[config.mk]
export PLATFORM = sky130hd
export DESIGN_NAME = ifb_flash_access
export DESIGN_NICKNAME = d
export VERILOG_FILES = /design/src/shared/ifb_pkg.sv /design/src/logic/ifb_shadow_mem.sv /design/src/logic/ifb_flash_access.sv
export VERILOG_INCLUDE_DIRS = /design/src /design/src/shared
export SDC_FILE = /design/constraint.sdc
export NUM_CORES = 1
export LEC_CHECK = 0
export BUFFER_PORTS_ARGS = -buffer_cell sky130_fd_sc_hd__buf_2
export CAP_MARGIN = 20
export CORE_MARGIN = 4
export CORE_UTILIZATION = 35
export CTS_CLUSTER_DIAMETER = 150
export CTS_CLUSTER_SIZE = 25
export DETAILED_ROUTE_END_ITERATION = 6
export GPL_ROUTABILITY_DRIVEN = 1
export PLACE_DENSITY = 0.55
export SLEW_MARGIN = 20
export SYNTH_ARGS = -nofsm -noshare
export SYNTH_HDL_FRONTEND = slang
export SYNTH_SLANG_ARGS = --single-unit
[constraint.sdc]
create_clock -name clk_in -period 3.02 [get_ports clk_in]
set_clock_uncertainty 0.05 [all_clocks]
set_input_delay 0.604 -clock clk_in [delete_from_list [all_inputs] [get_ports clk_in]]
set_output_delay 0.604 -clock clk_in [all_outputs]
set_load 0.05 [all_outputs]
[src/shared/ifb_cfg.svh]
// Constants for the flash access and code banking block.
// Assumes an 8-bit special-function register bus on the CPU core clock.
`ifndef IFB_CFG_SVH
`define IFB_CFG_SVH
`define IFB_ADDR_BANK_CTL   8'hab
`define IFB_ADDR_ISP_LOW    8'hac
`define IFB_ADDR_ISP_HIGH   8'had
`define IFB_ADDR_ISP_DATA   8'hae
`define IFB_ADDR_ISP_OP     8'haf
`define IFB_ADDR_ISP_MODE   8'h9f
`define IFB_BIT_ISP_EN      0
`define IFB_BIT_RESTART     1
`define IFB_BIT_BANKING     3
`define IFB_BIT_BANK        7
`define IFB_BIT_ARRAY       6
`define IFB_BIT_OE_N        5
`define IFB_BIT_CE_N        4
`define IFB_RST_BANK_CTL    8'h07
`define IFB_RST_ISP_OP      8'h30
`define IFB_RST_BYTE        8'h00
`define IFB_OP_ERASE        4'h2
`define IFB_OP_PROGRAM      4'h1
`define IFB_OP_READ         4'h0
`define IFB_ERASE_CYCLES    16'h00ff
`define IFB_PROG_CYCLES     16'h000f
`define IFB_READ_CYCLES     16'h0002
`define IFB_SRAM_WORDS      16
`endif

[src/shared/ifb_pkg.sv]
// Types for the flash access and code banking block.
// Assumes ifb_cfg.svh holds the numeric constants.
package ifb_pkg;
    typedef enum logic [1:0] {
        IFB_IDLE  = 2'b00,
        IFB_RUN   = 2'b01,
        IFB_DONE  = 2'b10
    } ifb_state_t;
    typedef enum logic [1:0] {
        IFB_TGT_APP0   = 2'b00,
        IFB_TGT_APP1   = 2'b01,
        IFB_TGT_LOADER = 2'b10
    } ifb_target_t;
endpackage

[src/logic/ifb_shadow_mem.sv]
// Small register file that holds the last bytes read back from flash, by low address.
// Assumes one clock; read data come out of a register one cycle after the request.
module ifb_shadow_mem (
    // Clock
    input  wire logic       clk_in,
    // Write side
    input  wire logic       wr_en_in,
    input  wire logic [3:0] wr_addr_in,
    input  wire logic [7:0] wr_data_in,
    // Read side
    input  wire logic [3:0] rd_addr_in,
    output logic      [7:0] rd_data_out
);
    logic [7:0] mem [0:15];
    always_ff @(posedge clk_in) begin
        if (wr_en_in) begin
            mem[wr_addr_in] <= wr_data_in;
        end
        rd_data_out <= mem[rd_addr_in];
    end
endmodule

[src/logic/ifb_flash_access.sv]
// ISP flash sequencer and code banking selector.
// Assumes an 8-bit SFR bus on the CPU clock, flash arrays with a done strobe,
// and port 1 pins arriving asynchronously from the pads.
`include "ifb_cfg.svh"
module ifb_flash_access (
    // Clock and reset
    input  wire logic                 clk_in,
    input  wire logic                 rst_in,
    // SFR bus
    input  wire logic [7:0]           sfr_addr_in,
    input  wire logic                 sfr_wr_in,
    input  wire logic                 sfr_rd_in,
    input  wire logic [7:0]           sfr_wdata_in,
    output logic      [7:0]           sfr_rdata_out,
    // CPU power control
    input  wire logic                 idle_control_bit_in,
    output logic                      cpu_idle_out,
    output logic                      cpu_restart_out,
    output logic                      restart_array_select_out,
    // Flash arrays
    output logic                      flash_start_out,
    output ifb_pkg::ifb_target_t      flash_target_out,
    output logic [3:0]                flash_op_out,
    output logic [15:0]               flash_addr_out,
    output logic [7:0]                flash_wdata_out,
    output logic                      flash_output_enable_n_out,
    output logic                      flash_chip_enable_n_out,
    input  wire logic [7:0]           flash_rdata_in,
    input  wire logic                 flash_done_in,
    // Code banking and busy status
    input  wire logic [7:0]           port1_pins_in,
    output logic                      code_fetch_bank_out,
    output logic                      busy_out
);
    import ifb_pkg::*;

    logic [7:0]  code_bank_control;
    logic [7:0]  isp_addr_low;
    logic [7:0]  isp_addr_high;
    logic [7:0]  isp_data_buffer;
    logic [7:0]  isp_operation_control;
    logic        isp_mode_enable;
    logic        restart_array_select;
    ifb_state_t  state;
    logic [15:0] timer;
    logic [7:0]  next_code_bank_control;
    logic [7:0]  next_isp_addr_low;
    logic [7:0]  next_isp_addr_high;
    logic [7:0]  next_isp_data_buffer;
    logic [7:0]  next_isp_operation_control;
    logic        next_isp_mode_enable;
    logic        next_restart_array_select;
    ifb_state_t  next_state;
    logic [15:0] next_timer;
    logic [7:0]  p1_meta;
    logic [7:0]  p1_sync;
    logic        next_cpu_idle;
    logic        next_restart;
    logic        next_start;
    logic        next_bank;
    logic [7:0]  next_rdata;
    logic [3:0]  ctrl_code;
    ifb_target_t target;
    logic [15:0] op_limit;
    logic [7:0]  mem_rd;

    assign ctrl_code = isp_operation_control[3:0];

    // Loader when the array bit is set, else the bank bit picks the app array
    always_comb begin
        if (isp_operation_control[`IFB_BIT_ARRAY]) begin
            target = IFB_TGT_LOADER;
        end else if (isp_operation_control[`IFB_BIT_BANK]) begin
            target = IFB_TGT_APP1;
        end else begin
            target = IFB_TGT_APP0;
        end
    end

    // Fallback duration when the array gives no done strobe
    always_comb begin
        case (ctrl_code)
            `IFB_OP_ERASE:   op_limit = `IFB_ERASE_CYCLES;
            `IFB_OP_PROGRAM: op_limit = `IFB_PROG_CYCLES;
            default:         op_limit = `IFB_READ_CYCLES;
        endcase
    end

    ifb_shadow_mem u_shadow (
        .clk_in      (clk_in),
        .wr_en_in    (state == IFB_RUN && flash_done_in && ctrl_code == `IFB_OP_READ),
        .wr_addr_in  (isp_addr_low[3:0]),
        .wr_data_in  (flash_rdata_in),
        .rd_addr_in  (isp_addr_low[3:0]),
        .rd_data_out (mem_rd)
    );

    // Register writes and the sequencer
    always_comb begin
        next_code_bank_control     = code_bank_control;
        next_isp_addr_low          = isp_addr_low;
        next_isp_addr_high         = isp_addr_high;
        next_isp_data_buffer       = isp_data_buffer;
        next_isp_operation_control = isp_operation_control;
        next_isp_mode_enable       = isp_mode_enable;
        next_restart_array_select  = restart_array_select;
        next_state                 = state;
        next_timer                 = timer;
        next_start                 = 1'b0;
        next_restart               = 1'b0;
        if (sfr_wr_in) begin
            if (sfr_addr_in == `IFB_ADDR_BANK_CTL) begin
                next_code_bank_control = {4'h0, sfr_wdata_in[3:0]};
            end else if (sfr_addr_in == `IFB_ADDR_ISP_LOW) begin
                next_isp_addr_low = sfr_wdata_in;
            end else if (sfr_addr_in == `IFB_ADDR_ISP_HIGH) begin
                next_isp_addr_high = sfr_wdata_in;
            end else if (sfr_addr_in == `IFB_ADDR_ISP_DATA) begin
                next_isp_data_buffer = sfr_wdata_in;
            end else if (sfr_addr_in == `IFB_ADDR_ISP_OP) begin
                next_isp_operation_control = sfr_wdata_in;
            end else if (sfr_addr_in == `IFB_ADDR_ISP_MODE) begin
                next_isp_mode_enable      = sfr_wdata_in[`IFB_BIT_ISP_EN];
                next_restart_array_select = sfr_wdata_in[`IFB_BIT_RESTART];
            end
        end
        case (state)
            IFB_IDLE: begin
                // Idle request in ISP mode launches the action
                if (isp_mode_enable && idle_control_bit_in) begin
                    next_state = IFB_RUN;
                    next_timer = 16'h0000;
                    next_start = 1'b1;
                end
            end
            IFB_RUN: begin
                next_timer = timer + 16'h0001;
                if (flash_done_in || timer >= op_limit) begin
                    if (ctrl_code == `IFB_OP_READ) begin
                        next_isp_data_buffer = flash_rdata_in;
                    end
                    next_state = IFB_DONE;
                end
            end
            IFB_DONE: begin
                next_restart = 1'b1;
                next_state   = IFB_IDLE;
            end
            default: begin
                next_state = IFB_IDLE;
            end
        endcase
    end

    // CPU idle: forced during an action, else follows idle bit outside ISP mode
    always_comb begin
        if (state != IFB_IDLE) begin
            next_cpu_idle = (next_state != IFB_IDLE);
        end else if (isp_mode_enable) begin
            next_cpu_idle = next_state == IFB_RUN;
        end else begin
            next_cpu_idle = idle_control_bit_in;
        end
        // Banking: selected port 1 pin is address line 16
        next_bank = code_bank_control[`IFB_BIT_BANKING] &&
                    p1_sync[code_bank_control[2:0]];
        if (sfr_rd_in && sfr_addr_in == `IFB_ADDR_BANK_CTL) begin
            next_rdata = code_bank_control;
        end else if (sfr_rd_in && sfr_addr_in == `IFB_ADDR_ISP_LOW) begin
            next_rdata = isp_addr_low;
        end else if (sfr_rd_in && sfr_addr_in == `IFB_ADDR_ISP_HIGH) begin
            next_rdata = isp_addr_high;
        end else if (sfr_rd_in && sfr_addr_in == `IFB_ADDR_ISP_DATA) begin
            next_rdata = isp_data_buffer;
        end else if (sfr_rd_in && sfr_addr_in == `IFB_ADDR_ISP_OP) begin
            next_rdata = isp_operation_control;
        end else if (sfr_rd_in && sfr_addr_in == `IFB_ADDR_ISP_MODE) begin
            next_rdata = {7'h00, isp_mode_enable};
        end else begin
            next_rdata = 8'h00;
        end
    end

    always_ff @(posedge clk_in) begin
        p1_meta <= port1_pins_in;
        p1_sync <= p1_meta;
        if (rst_in) begin
            code_bank_control         <= `IFB_RST_BANK_CTL;
            isp_addr_low              <= `IFB_RST_BYTE;
            isp_addr_high             <= `IFB_RST_BYTE;
            isp_data_buffer           <= `IFB_RST_BYTE;
            isp_operation_control     <= `IFB_RST_ISP_OP;
            isp_mode_enable           <= 1'b0;
            restart_array_select      <= 1'b0;
            state                     <= IFB_IDLE;
            timer                     <= 16'h0000;
            sfr_rdata_out             <= 8'h00;
            cpu_idle_out              <= 1'b0;
            cpu_restart_out           <= 1'b0;
            restart_array_select_out  <= 1'b0;
            flash_start_out           <= 1'b0;
            flash_target_out          <= IFB_TGT_APP0;
            flash_op_out              <= `IFB_OP_READ;
            flash_addr_out            <= 16'h0000;
            flash_wdata_out           <= 8'h00;
            flash_output_enable_n_out <= 1'b1;
            flash_chip_enable_n_out   <= 1'b1;
            code_fetch_bank_out       <= 1'b0;
            busy_out                  <= 1'b0;
        end else begin
            code_bank_control         <= next_code_bank_control;
            isp_addr_low              <= next_isp_addr_low;
            isp_addr_high             <= next_isp_addr_high;
            isp_data_buffer           <= next_isp_data_buffer;
            isp_operation_control     <= next_isp_operation_control;
            isp_mode_enable           <= next_isp_mode_enable;
            restart_array_select      <= next_restart_array_select;
            state                     <= next_state;
            timer                     <= next_timer;
            sfr_rdata_out             <= next_rdata;
            cpu_idle_out              <= next_cpu_idle;
            cpu_restart_out           <= next_restart;
            restart_array_select_out  <= restart_array_select;
            flash_start_out           <= next_start;
            flash_target_out          <= target;
            flash_op_out              <= ctrl_code;
            flash_addr_out            <= {isp_addr_high, isp_addr_low};
            flash_wdata_out           <= isp_data_buffer;
            flash_output_enable_n_out <= isp_operation_control[`IFB_BIT_OE_N];
            flash_chip_enable_n_out   <= isp_operation_control[`IFB_BIT_CE_N];
            code_fetch_bank_out       <= next_bank;
            busy_out                  <= next_state != IFB_IDLE;
        end
    end

    logic unused_mem;
    assign unused_mem = ^mem_rd;
endmodule

==> metrics.csv <==
stage,metric,value,unit
power,Switching Share,20.35,%
cells_and_area,Final #Nets,541,
power,Cell Pwr Density,635.6,mW/mm^2
die,Die ar.,0.01464,sq mm
clock_network,Root Buffer,clkbuf_16,
setup_path,"Slowest-stage cell, CP",o32ai_4,
cells_and_area,layout cells sized above 1,29.86,%
setup_path,critical path endpoint category,flop,
yosys,synthesized cell area,0.004468,sq mm
setup_path,worst path cell trace,nor2_1 > nand3b_1 > ha_1 > nand4_1 > or4_4 > o32ai_4 > buf_4 > o21ai_2 > a21oi_2,
cells_and_area,"commonest non-fill, non-tap cells in the layout","dfxtp_1, buf_2, nor2_1",
global_route,largest net degree at the start of global routing,86,
yosys,warnings from Yosys,0,
detailed_routing,TritonRoute pass-1 iters,5,
setup_path,Slowest Stage Delay on Critical Path,0.56,ns
status,status,finished clean,
power,Clock power frac,53.3,%
global_route,first-pass GRT wire length,16680,um
global_route,Tot GR Track Use,14.87,%
global_route,vias in the first global route,3289,
clock_network,CTS tree,yes,
yosys,Synthesized Nets,451,
power,Reg power frac,44.0,%
cells_and_area,final non-filler cell total,681,
die,Core Area,0.01257,sq mm
clock_network,CTS Hold Bufs,0,
placed_design,PortBufs,83,
clock_network,"Setup Fix Bufs, Post-CTS",0,
clock_network,worst-case clock buffer depth,2,
clock_network,H-tree Lvls,4,
timing,fin. max-slew vios,0,
detailed_routing,detailed-route DRC error count,0,
die,die height,121.0,um
power,Net Switching,728.8,uW
power,Combinational Power Share,2.7,%
timing,setup_tns,0,ns
cells_and_area,"leading cell type in the layout, fill and taps excluded",dfxtp_1,
setup_path,Worst EP arrival,3.04,ns
global_route,antenna violations before repair,0,
detailed_routing,Starting DRT DRC Count,132,
clock_network,Clock Latency Late Sink,0.41,ns
power,Internal,2853,uW
detailed_routing,Vias,3214,
clock_network,post-CTS resize count,0,
die,die width,121.0,um
min_path,worst min-delay path category,input pin to flop,
placed_design,Placed Instances,650,
yosys,Most used DFF post-synth,dfxtp_1,
die,FP Rows,41,
clock_network,sinks on the clock net,118,
timing,post-route minimum period,2.745,ns
cells_and_area,layout filler cell count,1208,
setup_path,CP Class,flop to flop,
timing,"Worst Setup Slack, final",0.2751,ns
placed_design,Post-Place Setup Slack,0.2795,ns
yosys,Seq cells post-synth,118,
timing,Tcrit/Tclk final,90.89,%
detailed_routing,remaining antenna violation count after routing,0,
placed_design,DP Wirelength,7152,um
setup_path,R2R Setup Slk,0.28,ns
die,# IOs,84,
yosys,Avg Synthesized Cell Area,10.98,sq um
setup_path,"CP delay by family, top",simple AND/OR/NAND/NOR gates,
timing,Fin. Hold Viols,0,
cells_and_area,antenna diode count,0,
timing,RSZ-0062 raised after global routing,false,
detailed_routing,Via density,4.720,
yosys,"EDFF count, synth",0,
power,Leak,0.002289,uW
timing,final hold slack,0.2387,ns
setup_path,crit path launch type,flop,
placed_design,gp weighted congestion,0.7714,
setup_path,critical path peak fanout,13,
die,Initial Util,35.55,%
yosys,"Async S/R FF share, synth",0,%
clock_network,Inserted Clock Buffers,17,
global_route,Overflow after GRT,0,
yosys,Netlist cell types,48,
run,max_cap viols,0,
timing,Peak Freq,0.3643,GHz
yosys,"Seq/Total Area, Yosys",52.87,%
timing,Worst Tran Pin Value,0.7768,ns
timing,Slew headroom,47.82,%
detailed_routing,drt wl/cell,14.84,um
cells_and_area,"Area growth, synth to finish",26.13,%
clock_network,Worst-path clk slew,0.05,ns
timing,final setup fails,0,
yosys,Post-Synthesis Cells,407,
power,Peak VDD IR,0.3513,mV
detailed_routing,final WL,10110,um
setup_path,Critical Path RT,3.31,ns
setup_path,CP bufs+invs,1,
-- cells in the mapped netlist (3+ instances only) --
master | n | share of area (%)
nand3_1 | 10 | 1.1
or3_1 | 8 | 1.1
nor2b_1 | 39 | 5.5
and3_1 | 6 | 0.84
nor3b_1 | 6 | 1.0
a21oi_2 | 8 | 1.6
nand2_1 | 8 | 0.67
inv_1 | 4 | 0.34
mux2i_1 | 34 | 7.6
nand2b_1 | 4 | 0.56
buf_1 | 3 | 0.25
xnor2_1 | 4 | 0.78
xor2_1 | 11 | 2.2
ha_1 | 6 | 1.7
nor4_1 | 3 | 0.42
a211o_1 | 5 | 0.98
nor2_1 | 53 | 4.5
a32oi_1 | 3 | 0.59
mux4_2 | 9 | 4.5
nor3_1 | 3 | 0.34
a21oi_1 | 4 | 0.45
o21ai_2 | 8 | 1.6
and4b_1 | 3 | 0.67
clkbuf_1 | 13 | 1.1
nand4_1 | 6 | 0.84
dfxtp_1 | 118 | 53
-- per-layer routing --
metal,share of wire (%),global-route usage [%],vias to the layer above
met5,0,0,-
met4,1.9,7.365,0
met3,4.8,4.615,17
met2,50,24.94,88
met1,43,17.13,1512
li1,-,-,1597
-- cell type report --
| type | instances | area [sq um] | area share (%) |
|---|---|---|---|
| sequential | 118 | 2362 | 41.92 |
| inverter | 5 | 18.77 | 0.3330 |
| clock inverter | 9 | 102.6 | 1.821 |
| tap | 172 | 215.2 | 3.819 |
| multi-input combinational | 265 | 1992 | 35.35 |
| clock buffer | 22 | 464.2 | 8.237 |
| timing repair buffer | 90 | 480.5 | 8.526 |
-- power groups by stage --
stage | Combinational (uW) | Sequential, uW | Clock, uW
final | 97.2 | 1580 | 1910
after global routing | 106 | 1580 | 2040
after CTS | 98.2 | 1580 | 1950
after detailed placement | 98.0 | 1610 | 0
after global placement | 97.8 | 1610 | 0
after floorplan | 44.5 | 1610 | 0
-- kinds of logic after synthesis --
group / count (synthesis) / synth area share [%]
adder cells (fa/ha/maj): 6 / 1.680
AND/OR/NAND/NOR: 162 / 19.88
AO/OA/AOI/OAI: 38 / 7.337
flip-flops: 118 / 52.87
buffers and inverters: 24 / 2.548
multiplexers: 44 / 12.74
XOR/XNOR: 15 / 2.940
-- worst paths after layout --
check / start / endpoint / cells after the start
max: isp_operation_control[2]$_SDFFE_PP0P_ / isp_data_buffer[1]$_SDFF_PP0_ / 9
min: port1_pins_in[4] / p1_meta[4]$_DFF_P_ / 1
max reg2reg: isp_operation_control[2]$_SDFFE_PP0P_ / isp_data_buffer[1]$_SDFF_PP0_ / 9
min reg2reg: p1_meta[7]$_DFF_P_ / p1_sync[7]$_DFF_P_ / 0
-- flip-flops by register name (all words and copies together), names as in the netlist, 2 cells and up --
signal and count:
flash_addr_out 16, timer 16, flash_wdata_out 8, isp_addr_high 8, isp_addr_low 8, isp_data_buffer 8, isp_operation_control 8, p1_meta 8
p1_sync 8, sfr_rdata_out 8, code_bank_control 4, flash_op_out 4, flash_target_out 2, state 2
-- metrics by stage --
| step | total power [uW] | util, % | cell area (sq um) |
|---|---|---|---|
| floorplan | 1655 | - | 4468 |
| global route | 3721 | 44.84 | 5635 |
| CTS | 3628 | 44.84 | 5635 |
| global placement | 1705 | 40.33 | 5069 |
| finish | 3582 | 44.84 | 5635 |
| detailed placement | 1706 | 40.33 | 5069 |
(Power assumes the default switching activity.)
